`src/bus_access_consts.vh`:
```
// constants for the cpu memory bus access unit
`ifndef BUS_ACCESS_CONSTS_VH
`define BUS_ACCESS_CONSTS_VH

// ************************************************************
// access size codes
// ************************************************************
`define SZ_8 2'h0
`define SZ_16 2'h1
`define SZ_32 2'h2

// ************************************************************
// region codes and device widths
// ************************************************************
`define RG_IRAM 3'h0
`define RG_PERI 3'h1
`define RG_DDRAM 3'h2
`define RG_FLASH 3'h3
`define RG_NONE 3'h4
`define DW_8 2'h0
`define DW_16 2'h1
`define DW_32 2'h2

// ************************************************************
// address map, 24-bit space
// ************************************************************
`define IRAM_BASE 24'h000000
`define IRAM_END 24'h003FFF
`define PERI_BASE 24'h004000
`define PERI_END 24'h005FFF
`define DDRAM_BASE 24'h006000
`define DDRAM_END 24'h007FFF
`define FLASH_BASE 24'h008000
`define FLASH_END 24'h0FFFFF

// ************************************************************
// reset values and fields
// ************************************************************
`define VEC_BASE_RST 24'h008000
`define REG_DATA_MSB 23
`define PSW_LSB 24
`define UPPER_ZERO 8'h00
`define FWAIT_RST 2'h0

`endif

```
`src/region_decoder.v`:
```
// address region and device width decoder
`timescale 1ns/100ps
module region_decoder (
   // address in
   input wire [23:0] addr_i,
   // decode out
   output reg [2:0] region_o,
   output reg [1:0] dev_width_o
);
`include "bus_access_consts.vh"

   // full 24-bit compare so every alias outside the map lands in none
   always @* begin
      if (addr_i <= `IRAM_END) begin
         region_o = `RG_IRAM;
         dev_width_o = `DW_32;
      end else if (addr_i >= `PERI_BASE && addr_i <= `PERI_END) begin
         region_o = `RG_PERI;
         dev_width_o = `DW_16;
      end else if (addr_i >= `DDRAM_BASE && addr_i <= `DDRAM_END) begin
         region_o = `RG_DDRAM;
         dev_width_o = `DW_16;
      end else if (addr_i >= `FLASH_BASE && addr_i <= `FLASH_END) begin
         region_o = `RG_FLASH;
         dev_width_o = `DW_16;
      end else begin
         region_o = `RG_NONE;
         dev_width_o = `DW_8;
      end
   end
endmodule // region_decoder

```
`src/bus_access_unit.v`:
```
// cpu memory bus access unit: splitting, stalls, conflicts
`timescale 1ns/100ps
module bus_access_unit (
   // clock and reset
   input wire core_clk_i,
   input wire resetn_i,
   // instruction fetch master
   input wire if_req_i,
   input wire [23:0] if_addr_i,
   output wire if_ready_o,
   output reg [15:0] if_rdata_o,
   // data master
   input wire d_req_i,
   input wire [23:0] d_addr_i,
   input wire [1:0] d_size_i,
   input wire d_we_i,
   input wire d_stack_i,
   input wire [23:0] d_wdata_i,
   input wire [7:0] processor_status_word_i,
   output wire d_busy_o,
   output reg d_done_o,
   output reg [23:0] d_rdata_o,
   output reg [7:0] processor_status_word_o,
   // vector table
   input wire vec_base_load_i,
   input wire [23:0] vec_base_i,
   input wire [7:0] vec_num_i,
   output reg [23:0] vec_addr_o,
   // flash wait control
   input wire [1:0] flash_read_wait_select_i,
   // instruction memory port
   output wire im_req_o,
   output wire [23:0] im_addr_o,
   input wire [15:0] im_rdata_i,
   // data memory port
   output reg dm_req_o,
   output reg dm_we_o,
   output reg [23:0] dm_addr_o,
   output reg [1:0] dm_size_o,
   output reg [31:0] dm_wdata_o,
   input wire [31:0] dm_rdata_i
);
`include "bus_access_consts.vh"

   // ************************************************************
   // states and helpers
   // ************************************************************
   localparam ST_IDLE = 2'h0;
   localparam ST_BEAT = 2'h1;
   localparam ST_WAIT = 2'h2;

   // beats per access from device width and access size
   function [2:0] beat_count;
      input [1:0] dw;
      input [1:0] sz;
      if (dw == `DW_32 || sz == `SZ_8)
         beat_count = 3'h1;
      else if (dw == `DW_16)
         beat_count = (sz == `SZ_32) ? 3'h2 : 3'h1;
      else
         beat_count = (sz == `SZ_32) ? 3'h4 : 3'h2;
   endfunction

   // size of one beat: the narrower of device and access
   function [1:0] beat_size;
      input [1:0] dw;
      input [1:0] sz;
      beat_size = (dw < sz) ? dw : sz;
   endfunction

   // conflict table between fetch region and data region
   function conflict;
      input [2:0] fr;
      input [2:0] dr;
      reg f_ram;
      reg d_ram;
      begin
         f_ram = (fr == `RG_IRAM) || (fr == `RG_DDRAM);
         d_ram = (dr == `RG_IRAM) || (dr == `RG_DDRAM);
         conflict = 1'b0;
         if (fr == `RG_FLASH && dr == `RG_FLASH)
            conflict = 1'b1;
         if (fr == `RG_FLASH && dr == `RG_DDRAM)
            conflict = 1'b1;
         if (f_ram && d_ram)
            conflict = 1'b1;
      end
   endfunction

   // ************************************************************
   // decoders
   // ************************************************************
   wire [2:0] f_region;
   wire [1:0] f_width;
   wire [2:0] d_region;
   wire [1:0] d_width;

   region_decoder u_fetch_dec (
      .addr_i(if_addr_i),
      .region_o(f_region),
      .dev_width_o(f_width)
   );

   region_decoder u_data_dec (
      .addr_i(d_addr_i),
      .region_o(d_region),
      .dev_width_o(d_width)
   );

   // ************************************************************
   // data access state
   // ************************************************************
   reg [1:0] state_ff;
   reg [1:0] nxt_state;
   reg [2:0] region_ff;
   reg [23:0] addr_ff;
   reg [1:0] size_ff;
   reg [1:0] bsize_ff;
   reg we_ff;
   reg stack_ff;
   reg [31:0] wbuf_ff;
   reg [31:0] rbuf_ff;
   reg [2:0] beats_left_ff;
   reg [2:0] beat_idx_ff;
   reg [1:0] wait_ff;
   reg [1:0] wait_set_ff;
   reg [1:0] fwait_ff;

   wire take = (state_ff == ST_IDLE) && d_req_i;
   wire last_beat = (beats_left_ff == 3'h1);
   wire beat_now = (state_ff == ST_BEAT);
   // master held until the last part is done
   assign d_busy_o = (state_ff != ST_IDLE);

   // wait setting latched so mid-access changes cannot stretch one beat
   always @(posedge core_clk_i or negedge resetn_i) begin
      if (!resetn_i) begin
         fwait_ff <= `FWAIT_RST;
      end else begin
         fwait_ff <= flash_read_wait_select_i;
      end
   end

   // next state; each beat one system clock plus wait_set_ff wait cycles
   always @* begin
      nxt_state = state_ff;
      case (state_ff)
         ST_IDLE:
            if (d_req_i)
               nxt_state = ST_BEAT;
         ST_BEAT:
            if (wait_set_ff != 2'h0)
               nxt_state = ST_WAIT;
            else if (last_beat)
               nxt_state = ST_IDLE;
         ST_WAIT:
            if (wait_ff == 2'h1)
               nxt_state = last_beat ? ST_IDLE : ST_BEAT;
         default: nxt_state = ST_IDLE;
      endcase
   end

   // write image; stack frames carry the status byte on top
   reg [31:0] wimage;
   always @* begin
      wimage = {`UPPER_ZERO, d_wdata_i};
      if (d_stack_i)
         wimage = {processor_status_word_i, d_wdata_i};
   end

   // data beat sequencing
   always @(posedge core_clk_i or negedge resetn_i) begin
      if (!resetn_i) begin
         state_ff <= ST_IDLE;
         region_ff <= `RG_NONE;
         addr_ff <= 24'h000000;
         size_ff <= `SZ_8;
         bsize_ff <= `SZ_8;
         we_ff <= 1'b0;
         stack_ff <= 1'b0;
         wbuf_ff <= 32'h00000000;
         rbuf_ff <= 32'h00000000;
         beats_left_ff <= 3'h0;
         beat_idx_ff <= 3'h0;
         wait_ff <= 2'h0;
         wait_set_ff <= 2'h0;
      end else begin
         state_ff <= nxt_state;
         if (take) begin
            region_ff <= d_region;
            addr_ff <= d_addr_i;
            size_ff <= d_size_i;
            bsize_ff <= beat_size(d_width, d_size_i);
            we_ff <= d_we_i;
            stack_ff <= d_stack_i;
            wbuf_ff <= wimage;
            rbuf_ff <= 32'h00000000;
            beats_left_ff <= beat_count(d_width, d_size_i);
            beat_idx_ff <= 3'h0;
            // waits only on flash reads
            wait_set_ff <= (d_region == `RG_FLASH && !d_we_i) ? fwait_ff : 2'h0;
            wait_ff <= (d_region == `RG_FLASH && !d_we_i) ? fwait_ff : 2'h0;
         end
         // read data sampled in the beat, or in the last wait cycle
         if ((beat_now && wait_set_ff == 2'h0) || (state_ff == ST_WAIT && wait_ff == 2'h1)) begin
            case (bsize_ff)
               `SZ_8: rbuf_ff[{beat_idx_ff[1:0], 3'h0} +: 8] <= dm_rdata_i[7:0];
               `SZ_16: rbuf_ff[{beat_idx_ff[0], 4'h0} +: 16] <= dm_rdata_i[15:0];
               default: rbuf_ff <= dm_rdata_i;
            endcase
            beats_left_ff <= beats_left_ff - 3'h1;
            beat_idx_ff <= beat_idx_ff + 3'h1;
            wait_ff <= wait_set_ff;
         end else if (state_ff == ST_WAIT) begin
            wait_ff <= wait_ff - 2'h1;
         end
      end
   end

   // ************************************************************
   // data memory port, low address part first
   // ************************************************************
   reg [23:0] beat_off;
   always @* begin
      case (bsize_ff)
         `SZ_8: beat_off = {21'h000000, beat_idx_ff};
         `SZ_16: beat_off = {20'h00000, beat_idx_ff, 1'b0};
         default: beat_off = 24'h000000;
      endcase
   end

   // drive each beat with its slice of the write image
   always @* begin
      dm_req_o = beat_now;
      dm_we_o = beat_now && we_ff;
      dm_addr_o = addr_ff + beat_off;
      dm_size_o = bsize_ff;
      case (bsize_ff)
         `SZ_8: dm_wdata_o = {24'h000000, wbuf_ff[{beat_idx_ff[1:0], 3'h0} +: 8]};
         `SZ_16: dm_wdata_o = {16'h0000, wbuf_ff[{beat_idx_ff[0], 4'h0} +: 16]};
         default: dm_wdata_o = wbuf_ff;
      endcase
   end

   // ************************************************************
   // completion to the data master
   // ************************************************************
   wire finishing = d_busy_o && (nxt_state == ST_IDLE);

   // last slice merged before the 24-bit cut
   reg [31:0] rmerge;
   always @* begin
      rmerge = rbuf_ff;
      case (bsize_ff)
         `SZ_8: rmerge[{beat_idx_ff[1:0], 3'h0} +: 8] = dm_rdata_i[7:0];
         `SZ_16: rmerge[{beat_idx_ff[0], 4'h0} +: 16] = dm_rdata_i[15:0];
         default: rmerge = dm_rdata_i;
      endcase
   end

   // result registered one cycle after the last beat or wait
   always @(posedge core_clk_i or negedge resetn_i) begin
      if (!resetn_i) begin
         d_done_o <= 1'b0;
         d_rdata_o <= 24'h000000;
         processor_status_word_o <= 8'h00;
      end else begin
         d_done_o <= finishing;
         if (finishing && !we_ff) begin
            // upper byte dropped for registers
            d_rdata_o <= rmerge[`REG_DATA_MSB:0];
            if (stack_ff && size_ff == `SZ_32)
               processor_status_word_o <= rmerge[31:`PSW_LSB];
         end
      end
   end

   // ************************************************************
   // instruction fetch path
   // ************************************************************
   // stall covers beats and flash waits alike
   wire fetch_stall = d_busy_o && conflict(f_region, region_ff);
   // parallel with data unless both are in ram, both in flash, or fetch is in flash with data in ddram
   assign im_req_o = if_req_i && !fetch_stall;
   assign im_addr_o = if_addr_i;
   assign if_ready_o = im_req_o;

   // fetched word registered for the core
   always @(posedge core_clk_i or negedge resetn_i) begin
      if (!resetn_i) begin
         if_rdata_o <= 16'h0000;
      end else if (im_req_o) begin
         if_rdata_o <= im_rdata_i;
      end
   end

   // ************************************************************
   // vector table base
   // ************************************************************
   reg [23:0] vec_base_ff;
   always @(posedge core_clk_i or negedge resetn_i) begin
      if (!resetn_i) begin
         vec_base_ff <= `VEC_BASE_RST;
      end else if (vec_base_load_i) begin
         vec_base_ff <= vec_base_i;
      end
   end

   // four bytes per entry, offset from the base
   always @(posedge core_clk_i or negedge resetn_i) begin
      if (!resetn_i) begin
         vec_addr_o <= `VEC_BASE_RST;
      end else begin
         vec_addr_o <= vec_base_ff + {14'h0000, vec_num_i, 2'h0};
      end
   end
endmodule // bus_access_unit

```
`config.mk`:
```
export PLATFORM = sky130hd
export DESIGN_NAME = bus_access_unit
export DESIGN_NICKNAME = d
export VERILOG_FILES = /design/src/region_decoder.v /design/src/bus_access_unit.v
export VERILOG_INCLUDE_DIRS = /design/src
export SDC_FILE = /design/constraint.sdc
export NUM_CORES = 1
export LEC_CHECK = 0
export BUFFER_PORTS_ARGS = -buffer_cell sky130_fd_sc_hd__buf_2
export CORE_MARGIN = 2
export CORE_UTILIZATION = 50
export CTS_CLUSTER_SIZE = 28
export DETAILED_ROUTE_END_ITERATION = 16
export PLACE_DENSITY = 0.78
export SYNTH_ARGS = -nofsm -noshare
export SYNTH_HDL_FRONTEND = slang
export SYNTH_SLANG_ARGS = --single-unit
```
`constraint.sdc`:
```
create_clock -name core_clk_i -period 5.03 [get_ports core_clk_i]
set_input_delay 1.509 -clock core_clk_i [delete_from_list [all_inputs] [get_ports core_clk_i]]
set_output_delay 1.509 -clock core_clk_i [all_outputs]
set_load 0.02 [all_outputs]
```
# ---- Word level (Yosys, flattened, before mapping)
# Cells that the tools add are included.
dict set report totals {
  n_memories 0
  register_bits 208
  in_bits 171
  romBits 0
  elab_cells 145
  output_inout_bits 160
  latch_bits 0
  mem_bits_rw 0
}
dict set report classes {
  n_shift 6
  add_sub_neg 7
  n_mux 45
  mul 0
  order_cmp 15
  n_eq_ne 14
  bitwise 0
  reduce_logical 38
  div_mod_pow 0
}
# operator count
set op_table {}
lappend op_table {{$pmux 32 s2} 3}
lappend op_table {{$bwmux 32} 4}
lappend op_table {{$ge 24x15->1 const B} 4}
lappend op_table {{$le 24x15->1 const B} 4}
lappend op_table {{$mux 32} 3}
lappend op_table {{$ge 24x16->1 const B} 2}
lappend op_table {{$le 24x14->1 const B} 2}
lappend op_table {{$le 24x20->1 const B} 2}
lappend op_table {{$mux 3} 15}
lappend op_table {{$shift 16x7->32 const A} 1}
lappend op_table {{$shift 8x7->32 const A} 1}
lappend op_table {{$shiftx 16x7->32} 1}
lappend op_table {{$shiftx 32x6->16} 1}
lappend op_table {{$shiftx 32x6->8} 1}
lappend op_table {{$shiftx 8x7->32} 1}
lappend op_table {{$mux 2} 13}
lappend op_table {{$add 24x10->24} 1}
lappend op_table {{$add 24x24->24} 1}
lappend op_table {{$logic_and 1x1->1} 19}
lappend op_table {{$eq 3x2->1 const B} 5}
lappend op_table {{$neg 5->7} 2}
lappend op_table {{$logic_not 2->1} 5}
lappend op_table {{$eq 2x1->1 const B} 4}
lappend op_table {{$eq 2x2->1 const B} 4}
lappend op_table {{other kinds (14)} 26}

# ---- Logic depth before layout (Yosys ltp)
# Gate-level depths: netlist (run 1).
dict set report logic_depth {
  depth_word 14
  ltp_mapped 13
}

# ---- By module
# A second synthesis (run 1) with hierarchy kept.
dict set report unflattened {
  cells_unflattened 1326
  hier_area_um2 11851.4
}
# module seq_area_each_um2 area_per_inst_um2 cells_per_inst instances
set by_module_without_submodules {}
lappend by_module_without_submodules {bus_access_unit 5208.7 11726.2 1304 1}
lappend by_module_without_submodules {region_decoder 0.0 62.6 11 2}

# ---- Least setup slack after synthesis (run 1)
# Ideal clock, no wire load.
dict set report synth_path {
  path_kind {reg2out}
  startpoint {register bsize_ff[1], in the netlist dm_size_o[1]}
  endpoint {output port dm_addr_o[13]}
  path_buffers 4
  path_slack_ns 0.395
  t_required_ns 3.521
  path_stages_with_launch 12
  arrival_time_ns 3.126
  cell_sequence {dfrtp_1 > clkbuf_1 > clkbuf_1 > buf_2 > clkbuf_1 > nor2_1 > ha_1 > o21ai_0 > o21ai_0 > nand2b_1 > or3_1 > xnor2_1}
}
dict set report synth_via {
  elab_chain_cells 3
}
# item line
set synth_lines {}
lappend synth_lines {{start: declaration} bus_access_unit.v:118} ;# reg [1:0] bsize_ff;
lappend synth_lines {{start signal: assignment} bus_access_unit.v:178} ;# bsize_ff <= `SZ_8;
lappend synth_lines {{start signal: assignment} bus_access_unit.v:193} ;# bsize_ff <= beat_size(d_width, d_size_i);
lappend synth_lines {{$eq 2x1->1 or $logic_not 2->1 (tied branches)} bus_access_unit.v:225} ;# case (bsize_ff)
lappend synth_lines {{$pmux 4 s2 (*)} bus_access_unit.v:225}
lappend synth_lines {{$add 24x24->24 (*)} bus_access_unit.v:236} ;# dm_addr_o = addr_ff + beat_off;
lappend synth_lines {{end: declaration} bus_access_unit.v:38} ;# output reg [23:0] dm_addr_o,
# Every way passes the cells marked *; elsewhere a longest branch is shown, timed or not.

# ---- Worst setup path after layout (run 1)
dict set report layout_path {
  startpoint {register bsize_ff[1], in the netlist dm_size_o[1]}
  endpoint {output port dm_addr_o[12]}
}
# Same word-level chain as after synthesis.

==> results of run 1 <==
sequential cells by signal, indices dropped and copies added, names as in the netlist:
signal	cells
addr_ff	24
beat_idx_ff	3
beats_left_ff	3
d_done_o	1
d_rdata_o	24
dm_size_o	2
fwait_ff	2
if_rdata_o	16
processor_status_word_o	8
rbuf_ff	32
region_ff	3
size_ff	2
stack_ff	1
state_ff	2
vec_addr_o	24
vec_base_ff	24
wait_ff	2
wait_set_ff	2
wbuf_ff	32
we_ff	1
metal layers:
metal	GRT usage [%]	wire, µm	vias up
met5	0	11	-
met4	8.21	1020	2
met3	5.70	2680	74
met2	44.2	15700	467
met1	34.7	13700	5021
li1	-	-	4954
worst min path at each step:
stage | slack [ns] | cells after the start | start | end
floorplan | 0.35 | 0 | vec_base_ff[0] | vec_addr_o[0]
global placement | 0.36 | 0 | vec_base_ff[0] | vec_addr_o[0]
detailed placement | 0.37 | 0 | vec_base_ff[1] | vec_addr_o[1]
CTS | 0.38 | 0 | vec_base_ff[0] | vec_addr_o[0]
global route | 0.38 | 0 | vec_base_ff[0] | vec_addr_o[0]
finish | 0.37 | 0 | vec_base_ff[0] | vec_addr_o[0]
cells in the mapped netlist, types with 12 or more instances:
cell type,n,area [µm²]
sky130_fd_sc_hd__ha_1,25,313
sky130_fd_sc_hd__nor2_1,65,244
sky130_fd_sc_hd__o21ai_0,84,420
sky130_fd_sc_hd__inv_1,36,135
sky130_fd_sc_hd__clkbuf_1,50,188
sky130_fd_sc_hd__nand3_1,32,160
sky130_fd_sc_hd__xor2_1,17,149
sky130_fd_sc_hd__xnor2_1,23,201
sky130_fd_sc_hd__a221oi_1,23,201
sky130_fd_sc_hd__nor3_1,27,135
sky130_fd_sc_hd__a221o_1,12,120
sky130_fd_sc_hd__a21oi_1,78,390
sky130_fd_sc_hd__mux2i_1,16,160
sky130_fd_sc_hd__dfrtp_1,205,5130
sky130_fd_sc_hd__buf_4,26,195
sky130_fd_sc_hd__nor2b_1,15,93.8
sky130_fd_sc_hd__mux2_2,37,417
sky130_fd_sc_hd__nand2_1,281,1050
sky130_fd_sc_hd__and2_1,35,219
kinds of logic (layout without fill, tap and decap cells):
logic type | after synthesis | after routing | synth area share (%)
compound gates | 299 | 299 | 17.1
xor+xnor | 40 | 40 | 3.02
fa+ha+maj | 27 | 27 | 3.05
buf+inv | 135 | 405 | 5.56
flops | 208 | 208 | 45.0
mux | 62 | 62 | 6.15
other cells | 0 | 1 | 0
simple gates | 514 | 514 | 20.2
power breakdown:
| group | switching, mW | leakage [nW] | internal, mW |
|---|---|---|---|
| logic | 2.32 | 3.96 | 1.38 |
| registers | 0.487 | 2.53 | 2.25 |
| clock network | 0.700 | 0.399 | 1.05 |
timing repair:
action	CTS	global route
pin swaps	0	1
buffers inserted	0	2
cloned	0	0
endpoints found under the setup margin	6	4
resized for setup	4	4
final cells by class:
type / instances / area [µm²]
multi-input combinational: 942 / 5770
tap: 285 / 357
fill: 1922 / 8730
clock inverter: 9 / 82.6
inverter: 36 / 135
clock buffer: 34 / 719
sequential: 208 / 5210
timing repair buffer: 326 / 1710
antenna: 1 / 2.50
worst register-to-register path, delay by kind of cell (launching register included):
| kind | cells | cell delay [ns] |
|---|---|---|
| adders and majority gates | 1 | 0.71 |
| AOI/OAI and AO/OA | 3 | 0.69 |
| and+or+nand+nor | 1 | 0.45 |
| buffers and inverters | 1 | 0.42 |
| DFF | 1 | 0.35 |
placed cells by master (no fill, tap or decap), types with 4 or more instances in the layout:
master | netlist | routed
sky130_fd_sc_hd__buf_2 | 11 | 303
sky130_fd_sc_hd__nand2_1 | 281 | 281
sky130_fd_sc_hd__dfrtp_1 | 205 | 204
sky130_fd_sc_hd__o21ai_0 | 84 | 83
sky130_fd_sc_hd__a21oi_1 | 78 | 77
sky130_fd_sc_hd__nor2_1 | 65 | 65
sky130_fd_sc_hd__mux2_2 | 37 | 37
sky130_fd_sc_hd__inv_1 | 36 | 36
sky130_fd_sc_hd__and2_1 | 35 | 35
sky130_fd_sc_hd__nand3_1 | 32 | 32
sky130_fd_sc_hd__nor3_1 | 27 | 27
sky130_fd_sc_hd__clkbuf_16 | 0 | 25
sky130_fd_sc_hd__ha_1 | 25 | 24
sky130_fd_sc_hd__xnor2_1 | 23 | 23
sky130_fd_sc_hd__a221oi_1 | 23 | 23
sky130_fd_sc_hd__buf_4 | 26 | 21
sky130_fd_sc_hd__xor2_1 | 17 | 17
sky130_fd_sc_hd__mux2i_1 | 16 | 16
sky130_fd_sc_hd__nor2b_1 | 15 | 14
sky130_fd_sc_hd__a221o_1 | 12 | 12
sky130_fd_sc_hd__a21o_1 | 11 | 11
sky130_fd_sc_hd__a22oi_1 | 11 | 11
sky130_fd_sc_hd__a22o_1 | 10 | 10
sky130_fd_sc_hd__or2_2 | 11 | 10
sky130_fd_sc_hd__a31oi_1 | 10 | 10
sky130_fd_sc_hd__nand4_1 | 9 | 9
sky130_fd_sc_hd__and3_1 | 9 | 9
sky130_fd_sc_hd__a21boi_0 | 9 | 9
sky130_fd_sc_hd__mux2_4 | 9 | 9
sky130_fd_sc_hd__nand2b_1 | 8 | 7
sky130_fd_sc_hd__o211a_1 | 7 | 7
sky130_fd_sc_hd__a2111oi_0 | 7 | 7
sky130_fd_sc_hd__clkbuf_8 | 0 | 7
sky130_fd_sc_hd__a2bb2oi_1 | 5 | 5
sky130_fd_sc_hd__clkinv_2 | 0 | 5
sky130_fd_sc_hd__nor4_1 | 4 | 4
sky130_fd_sc_hd__o221ai_1 | 4 | 4
stage by stage:
stage          setup TNS [ns]  cells  worst slack (ns)  total power, mW  utilization (%)
5_1_grt               -0.0210   1841           -0.0197             8.71             61.6
3_5_place_dp                0   1795             0.383             6.39             57.8
4_1_cts                     0   1838            0.0539             8.18             61.4
2_1_floorplan               0   1285             0.395             5.27                -
3_3_place_gp                0   1795             0.427             6.27             57.8
6_report                    0   1841             0.194             8.19             61.6
==> metrics.md, run 1 <==
| Metric | Value |
|---|---|
| GRT Residual Overflow | `0` |
| Capture instance of the worst register-to-register path | `d_rdata_o[8]` |
| Post-route cell area | `14,000 µm²` |
| Cell family with the largest share of critical-path delay | `simple AND/OR/NAND/NOR gates` |
| Mapped Cells | `1,285` |
| Hold-fix buffers at CTS | `0` |
| Count of input and output buffers | `304` |
| Net count of the finished layout | `1,736` |
| Initial antenna violation count | `3` |
| Antenna-violating nets left | `0` |
| Violation count after the first detailed-routing iteration | `about 700` |
| Maximum net fanout on the critical path | `30` |
| Fraction of layout instances using a drive strength above 1 | `28.7%` |
| Die Y | `156 µm` |
| Delay of the slowest cell on the worst path | `0.41 ns` |
| Overall die width | `156 µm` |
| Static Leakage | `6.89 nW` |
| Depth of the worst register-to-register path | `6` |
| Post-synth EDFFs | `0` |
| Crit-path cells | `buf_4, nand2b_4, nor2_1, ha_2, inv_1, fa_1, nor2b_1, o21ai_0, a21oi_2, nor3b_2, xor2_1, buf_2` |
| CTS Sinks | `208` |
| Origin of the worst setup path | `dm_size_o[1]` |
| Total Routed Length | `33,100 µm` |
| Number of CTS-inserted buffers | `24` |
| Slew at the pin closest to its max-slew limit | `1.17 ns` |
| Clock Tree Buf Depth | `3` |
| Largest net degree at the start of global routing | `around 110` |
| Number of synthesized register bits | `208` |
| Top_reg_cell synth | `sky130_fd_sc_hd__dfrtp_1` |
| Per-cell routed wire length | `between 15 and 20 µm` |
| Avg Cell Area, Syn | `9.02 µm²` |
| Crit share post-route | `96.1%` |
| Buffers and inverters on the worst path | `3` |
| Wire length of the first global-routing pass | `52,200 µm` |
| Total routing usage reported by global routing | `26.5%` |
| Worst-case headroom to the max-slew limit | `22.0%` |
| CTS Root Cell | `sky130_fd_sc_hd__clkbuf_16` |
| Path type of the worst setup path | `flop to output port` |
| Crit path DAT | `around 3.3 ns` |
| Final setup violation count | `0` |
| Fraction of the yosys area taken by sequential cells | `45.0%` |
| Number of global-route vias before repair | `10,200` |
| 1st-pass router iterations | `5` |
| Vias per cell | `5.71` |
| Std cell rows | `55` |
| MaxCap Viol Count | `0` |
| DP Wirelength | `roughly 23,000 µm` |
| Power per standard cell area | `about 600 nW/µm²` |
| Worst hold margin | `around 0.37 ns` |
| Area of the placeable core | `22,700 µm²` |
| Final critical-path required period | `4.84 ns` |
| Final number of max-transition violations | `0` |
| Synthesized Nets | `1,483` |
| Status | `finished clean` |
| Final weighted congestion in routability-driven placement | `0.882` |
| Reg2reg start | `beat_idx_ff[0]` |
| Clock insertion delay at the later pin of the skew report | `0.52 ns` |
| Hold violation total from the final report | `0` |
| CTS tree | `built` |
| Worst min path class | `flop to flop` |
| Number of remaining DRC errors | `0` |
| RSZ-0062 raised after global routing | `true` |
| Cell depth of the worst setup path | `12` |
| Register clock-pin slew on the reported worst setup and hold paths | `0.06 ns` |
| Required @ worst endpoint | `approximately 3.5 ns` |
| I/O pins | `331` |
| H-tree level count | `1` |
| Growth of design area from synthesis to finish | `20.7%` |
| Fraction of registers with async set/reset | `100%` |
| Cell at the slowest stage of the critical path | `sky130_fd_sc_hd__fa_1` |
| Number of distinct library cells after synthesis | `74` |
| Flop2flop setup slack | `2.35 ns` |
| Capturing element of the worst setup path | `dm_addr_o[12]` |
| Maximum vdd ir drop | `313 µV` |
| Setup skew after layout | `0.00909 ns` |
| Warnings from Yosys | `0` |
| Die area | `~24,000 µm²` |
| Maximum clock frequency | `0.207 GHz` |
| Initial Util | `between 50% and 60%` |
| Placed inst area | `13,100 µm²` |
| Critical path capture point type | `output port` |
| Worst Setup Start Kind | `flop` |
| Post-synthesis instance area | `11,600 µm²` |
| Total via count after detailed routing | `10,500` |
Note: power is estimated with default switching activity, not from simulation.
==> run 2: changes to the inputs <==
Settings changed: CORE_ASPECT_RATIO from default to 1.75.
==> metrics.md, run 2 (synthesized netlist as in run 1, its figures left out) <==
| Metric | Value |
|---|---|
| Status | `finished clean` |
| Total routing usage reported by global routing | `29.0% (+2.5 points)` |
| Overall die width | `119 µm (-24%)` |
| Slew at the pin closest to its max-slew limit | `1.17 ns (-0.000647 ns)` |
| Setup total negative slack | `0 ns (unchanged)` |
| Met2 track utilization from global routing | `51.6% (+7.4 points)` |
| Capturing element of the worst setup path | `dm_addr_o[14]` |
| CTS Sinks | `208 (unchanged)` |
| Proportion of power drawn by the clock network | `20.6% (-0.7 points)` |
| Capture instance of the worst register-to-register path | `d_rdata_o[8]` |
| MaxCap Viol Count | `0 (unchanged)` |
| Number of remaining DRC errors | `0 (unchanged)` |
| Total Routed Length | `35,700 µm (+8.0%)` |
| Biggest registers after layout | `rbuf_ff (32), wbuf_ff (32)` |
| Die area | `24,500 µm² (+0.20%)` |
| Wire length of the first global-routing pass | `56,800 µm (+8.8%)` |
| Net switching power figure | `3.50 mW (-0.17%)` |
| Setup WS pre-CTS | `0.537 ns (+0.155 ns)` |
| Worst Setup Start Kind | `flop` |
| Worst-case headroom to the max-slew limit | `22.0% (+0.043 points)` |
| Growth of design area from synthesis to finish | `20.2%` |
| Combinational group share of total power | `45.6% (+0.4 points)` |
| GR Layer Usage met1 | `31.3% (-3.4 points)` |
| Maximum clock frequency | `0.204 GHz (-1.5%)` |
| Cell at the slowest stage of the critical path | `sky130_fd_sc_hd__dfrtp_2` |
| Per-cell routed wire length | `19.2 µm (+7.0%)` |
| GRT Residual Overflow | `0 (unchanged)` |
| Worst min path class | `flop to flop` |
| Static Leakage | `6.85 nW (-0.58%)` |
| Met3 GRT Util | `6.65% (+0.95 points)` |
| RSZ-0062 raised after global routing | `false` |
| Area of the placeable core | `22,700 µm² (+0.15%)` |
| Maximum vdd ir drop | `321 µV (+2.5%)` |
| Number of CTS-inserted buffers | `22 (-8.3%)` |
| Count of input and output buffers | `304 (unchanged)` |
| Fraction of layout instances using a drive strength above 1 | `28.1% (-0.57 points)` |
| Std cell rows | `73 (+33%)` |
| Final weighted congestion in routability-driven placement | `0.956 (+8.4%)` |
| Worst Setup Slack, final | `0.120 ns (-0.0745 ns)` |
| Number of global-route vias before repair | `11,000 (+7.3%)` |
| CTS tree | `built` |
| Required @ worst endpoint | `3.52 ns (about the same)` |
| Hold-fix buffers at CTS | `0 (unchanged)` |
| Crit share post-route | `97.6% (+1.5 points)` |
| Delay of the slowest cell on the worst path | `0.42 ns (about the same)` |
| Number of fillers in the final layout | `2,019 (+5.0%)` |
| Hold violation total from the final report | `0 (unchanged)` |
| Initial antenna violation count | `6 (+3)` |
| Vias per cell | `5.74 (+0.49%)` |
| Path type of the worst setup path | `flop to output port` |
| Crit path DAT | `3.40 ns (+0.07 ns)` |
| Total via count after detailed routing | `10,700 (+1.4%)` |
| Maximum net fanout on the critical path | `9 (-70%)` |
| Worst hold stages | `0 (unchanged)` |
| CTS Root Cell | `sky130_fd_sc_hd__clkbuf_16` |
| Origin of the worst setup path | `dm_size_o[1]` |
| Antenna-violating nets left | `0 (unchanged)` |
| Commonest cells after routing, fill and taps aside | `sky130_fd_sc_hd__buf_2, sky130_fd_sc_hd__nand2_1, sky130_fd_sc_hd__dfrtp_1` |
| Setup skew after layout | `0.0136 ns (+0.00450 ns)` |
| Flop2flop setup slack | `2.43 ns (+0.08 ns)` |
| Clock insertion delay at the later pin of the skew report | `0.51 ns (about the same)` |
| Crit-path cells | `nand2b_1, nor2_1, ha_1, inv_1, fa_1, nor2b_1, o21ai_0, a21oi_2, buf_4, and3_1, xor2_1, buf_2` |
| Depth of the worst register-to-register path | `7 (+1)` |
| Register clock-pin slew on the reported worst setup and hold paths | `0.06 ns (about the same)` |
| Most common cell after layout, fill and taps aside | `sky130_fd_sc_hd__buf_2` |
| DP Wirelength | `26,100 µm (+13%)` |
| Final setup violation count | `0 (unchanged)` |
| Utilization after layout | `61.2% (-0.36 points)` |
| Switching power as a share of total power | `43.1% (+0.32 points)` |
| Global-route layer with the greatest usage | `met2` |
| Reg2reg start | `beat_idx_ff[1]` |
| Initial Util | `50.9% (-0.076 points)` |
| Net count of the finished layout | `1,734 (-0.12%)` |
| Power per standard cell area | `583 nW/µm² (-0.48%)` |
| Largest net degree at the start of global routing | `119 (+5.3%)` |
| Die Y | `205 µm (+31%)` |
| I/O pins | `331 (unchanged)` |
| Violation count after the first detailed-routing iteration | `831 (+19%)` |
| Part of the total power dissipated in sequential elements | `33.8% (+0.3 points)` |
| H-tree level count | `1 (unchanged)` |
| Final number of max-transition violations | `0 (unchanged)` |
| Clock Tree Buf Depth | `3 (unchanged)` |
| Final critical-path required period | `4.91 ns (+0.0745 ns)` |
| Cell Int Power | `4.61 mW (-1.5%)` |
| 1st-pass router iterations | `6 (+1)` |
| Critical path capture point type | `output port` |
## run 2: routing by layer
layer	wire (µm)	vias to the layer above	share of wire, %
met5	0	-	0
met3	2630	123	7.4
li1	-	4946	-
met2	18300	455	51
met1	12600	5137	35
met4	2150	0	6.0
## run 2: how the worst min path moves through the flow
| stage | startpoint | to | slack [ns] |
|---|---|---|---|
| 3_3_place_gp | vec_base_ff[1] | vec_addr_o[1] | 0.36 |
| 3_5_place_dp | vec_base_ff[1] | vec_addr_o[1] | 0.37 |
| 4_1_cts | vec_base_ff[0] | vec_addr_o[0] | 0.38 |
| 5_1_grt | vec_base_ff[0] | vec_addr_o[0] | 0.40 |
| 6_report | vec_base_ff[0] | vec_addr_o[0] | 0.37 |
| 2_1_floorplan | vec_base_ff[0] | vec_addr_o[0] | 0.35 |
## run 2: critical path, delay by kind of cell (launching register included)
kind                     cells  cell delay, ns
AND/OR/NAND/NOR              4            0.86
XOR/XNOR                     1            0.19
AO/OA/AOI/OAI                2            0.39
buffers and inverters        3            0.40
adder cells (fa/ha/maj)      2            0.62
flip-flops                   1            0.42
## run 2: power by group through the flow
stage                     clock, mW  combinational (mW)  sequential (mW)
after floorplan                   0                2.44             2.82
after global placement            0                3.60             2.74
after detailed placement          0                3.69             2.76
after CTS                      1.70                3.70             2.74
after global routing           1.76                4.09             2.81
final                          1.67                3.70             2.74
## run 2: per-stage QoR
step | area [µm²] | power (mW) | hold slack (ns) | std cells
after floorplan | 11600 | 5.27 | 0.350 | 1285
after global placement | 13200 | 6.34 | 0.359 | 1810
after detailed placement | 13200 | 6.45 | 0.365 | 1810
after CTS | 13900 | 8.14 | 0.379 | 1849
after global routing | 13900 | 8.67 | 0.395 | 1857
final | 13900 | 8.11 | 0.373 | 1857
## run 2: layout make-up
type | instances | area [µm²] | share of cell area, %
Antenna cell | 6 | 15.0 | 0.108
Clock buffer | 31 | 636 | 4.57
Clock inverter | 8 | 92.6 | 0.665
Inverter | 36 | 135 | 0.971
Multi-Input combinational cell | 942 | 5750 | 41.3
Sequential cell | 208 | 5210 | 37.4
Tap cell | 300 | 375 | 2.70
Timing Repair Buffer | 326 | 1710 | 12.3
## run 2: what timing repair did
item,CTS,global route
endpoints found under the setup margin,1,7
pin swaps,0,1
gates resized for setup,1,1
endpoints found under the hold margin,0,0
setup buffers,0,2
==> run 3: changes to the inputs <==
Settings changed: CORE_UTILIZATION 50 to 53, GPL_TIMING_DRIVEN from default to 0, PLACE_DENSITY 0.78 to 0.82, SETUP_SLACK_MARGIN from default to 0.05.
==> metrics.md, run 3 (synthesized netlist as in run 1, its figures left out) <==
| Metric | Value |
|---|---|
| Reg2reg start | `beat_idx_ff[0]` |
| Initial antenna violation count | `2 (-4)` |
| Wire length of the first global-routing pass | `58,400 µm (+2.9%)` |
| Largest net degree at the start of global routing | `114 (-4.2%)` |
| Cell Int Power | `4.61 mW (-0.12%)` |
| Crit share post-route | `96.0% (-1.6 points)` |
| Worst hold stages | `0 (unchanged)` |
| 1st-pass router iterations | `8 (+2)` |
| Hold violation total from the final report | `0 (unchanged)` |
| Final weighted congestion in routability-driven placement | `0.912 (-4.6%)` |
| Critical path capture point type | `output port` |
| I/O pins | `331 (unchanged)` |
| Maximum vdd ir drop | `394 µV (+23%)` |
| Number of remaining DRC errors | `0 (unchanged)` |
| Total via count after detailed routing | `11,200 (+5.1%)` |
| Capture instance of the worst register-to-register path | `rbuf_ff[22]` |
| CTS Sinks | `208 (unchanged)` |
| Depth of the worst register-to-register path | `10 (+3)` |
| Cell at the slowest stage of the critical path | `sky130_fd_sc_hd__dfrtp_2` |
| Switching power as a share of total power | `44.1% (+1.0 points)` |
| Worst Setup Start Kind | `flop` |
| Register clock-pin slew on the reported worst setup and hold paths | `0.07 ns (about the same)` |
| Commonest cells after routing, fill and taps aside | `sky130_fd_sc_hd__buf_2, sky130_fd_sc_hd__nand2_1, sky130_fd_sc_hd__dfrtp_1` |
| Power per standard cell area | `573 nW/µm² (-1.7%)` |
| Worst hold start | `vec_base_ff[1]` |
| Status | `finished clean` |
| CTS tree | `built` |
| Final number of max-transition violations | `0 (unchanged)` |
| Maximum net fanout on the critical path | `10 (+1)` |
| Worst min path class | `flop to flop` |
| Vias per cell | `5.80 (+1.0%)` |
| Final setup violation count | `0 (unchanged)` |
| Critical path's most frequent cell | `sky130_fd_sc_hd__buf_4` |
| MaxCap Viol Count | `0 (unchanged)` |
| Area of the placeable core | `21,500 µm² (-5.5%)` |
| Crit path DAT | `3.32 ns (-0.08 ns)` |
| Flop2flop setup slack | `1.93 ns (-0.50 ns)` |
| Most common cell after layout, fill and taps aside | `sky130_fd_sc_hd__buf_2` |
| Clock insertion delay at the later pin of the skew report | `0.51 ns (about the same)` |
| Net count of the finished layout | `1,826 (+5.3%)` |
| Net switching power figure | `3.64 mW (+4.0%)` |
| Utilization after layout | `67.0% (+5.8 points)` |
| Antenna-violating nets left | `0 (unchanged)` |
| RSZ-0062 raised after global routing | `false` |
| Std cell rows | `71 (-2.7%)` |
| Clock Tree Buf Depth | `3 (unchanged)` |
| Destination of the worst hold path | `vec_addr_o[1]` |
| Violation count after the first detailed-routing iteration | `774 (-6.9%)` |
| Maximum clock frequency | `0.207 GHz (+1.7%)` |
| Overall die width | `116 µm (-2.8%)` |
| Worst hold margin | `0.376 ns (+0.00280 ns)` |
| Part of the total power dissipated in sequential elements | `33.1% (-0.7 points)` |
| Growth of design area from synthesis to finish | `24.3%` |
| Number of global-route vias before repair | `11,400 (+4.0%)` |
| Worst-case headroom to the max-slew limit | `18.3% (-3.7 points)` |
| Delay of the slowest cell on the worst path | `0.47 ns (+0.05 ns)` |
| Number of CTS-inserted buffers | `20 (-9.1%)` |
| Total routing usage reported by global routing | `32.6% (+3.5 points)` |
| Biggest registers after layout | `rbuf_ff (32), wbuf_ff (32)` |
| Path type of the worst setup path | `flop to output port` |
| Count of input and output buffers | `315 (+3.6%)` |
| Per-cell routed wire length | `19.7 µm (+2.6%)` |
| Proportion of power drawn by the clock network | `18.7% (-1.9 points)` |
| CTS Root Cell | `sky130_fd_sc_hd__clkbuf_16` |
| Initial Util | `53.9% (+2.9 points)` |
| Total Routed Length | `38,100 µm (+6.8%)` |
| Slew at the pin closest to its max-slew limit | `1.22 ns (+0.0454 ns)` |
| Die Y | `200 µm (-2.8%)` |
| Required @ worst endpoint | `3.52 ns (about the same)` |
| Setup total negative slack | `0 ns (unchanged)` |
| Combinational group share of total power | `48.2% (+2.6 points)` |
| Crit-path cells | `clkbuf_8, nand2b_1, buf_4, nor2_4, ha_2, inv_1, fa_2, nor2b_2, o21ai_2, a21oi_2, buf_4, and3_1, xor2_1, buf_4` |
| Fraction of layout instances using a drive strength above 1 | `29.5% (+1.4 points)` |
| H-tree level count | `1 (unchanged)` |
| Final critical-path required period | `4.83 ns (-0.0809 ns)` |
| Hold-fix buffers at CTS | `0 (unchanged)` |
| GRT Residual Overflow | `0 (unchanged)` |
| Static Leakage | `7.10 nW (+3.6%)` |
| Die area | `23,100 µm² (-5.5%)` |
| DP Wirelength | `28,900 µm (+11%)` |
| Setup skew after layout | `0.0154 ns (+0.00181 ns)` |
[run 3: cell type report]
type	count	area (µm²)
antenna	2	5.00
multi-input combinational	942	5800
clock buffer	30	579
timing repair buffer	322	1660
fill	1804	7100
inverter	36	135
buffer	98	574
clock inverter	3	65.1
sequential	208	5210
tap	292	365
[run 3: power groups by stage]
stage	Clock (mW)	Combinational [mW]	Sequential [mW]
after detailed placement	0	3.86	2.74
after global placement	0	3.76	2.71
after floorplan	0	2.44	2.82
after CTS	1.56	3.92	2.72
after global routing	1.61	4.33	2.79
final	1.55	3.97	2.73
[run 3: worst max-delay path, delay by kind of cell (launching register included)]
family,cells,cell delay (ns)
DFF,1,0.47
AOI/OAI and AO/OA,2,0.30
xor gates and xnor gates,1,0.15
buffers and inverters,5,0.75
adders and majority gates,2,0.58
and+or+nand+nor,4,0.56
[run 3: worst max-delay path by stage]
stage                             from       endpoint
after floorplan           dm_size_o[1]  dm_addr_o[13]
after global placement        resetn_i   d_rdata_o[9]
after detailed placement  dm_size_o[1]  dm_addr_o[13]
after CTS                 dm_size_o[0]  dm_addr_o[13]
after global routing      dm_size_o[0]  dm_addr_o[23]
final                     dm_size_o[1]  dm_addr_o[14]
[run 3: what timing repair did]
| action | in CTS | in global routing |
|---|---|---|
| pin swaps | 2 | 3 |
| gates resized for setup | 33 | 15 |
| setup buffers | 2 | 4 |
| endpoints found under the setup margin | 23 | 16 |
[run 3: stage by stage]
step	std cells	setup WS, ns	power (mW)	cell area (µm²)
after global placement	1892	-1.11	6.47	13500
final	1933	0.200	8.25	14400
after floorplan	1285	0.395	5.27	11600
after detailed placement	1893	-0.722	6.60	13600
after CTS	1927	0.0519	8.19	14300
after global routing	1933	0.0538	8.74	14400
[run 3: layer usage]
metal	vias up	GRT usage [%]	share of wire, %
met4	0	21.0	7.1
met5	-	0	0
met1	5305	33.2	33
met3	180	7.67	8.3
li1	5131	-	-
met2	593	58.4	52
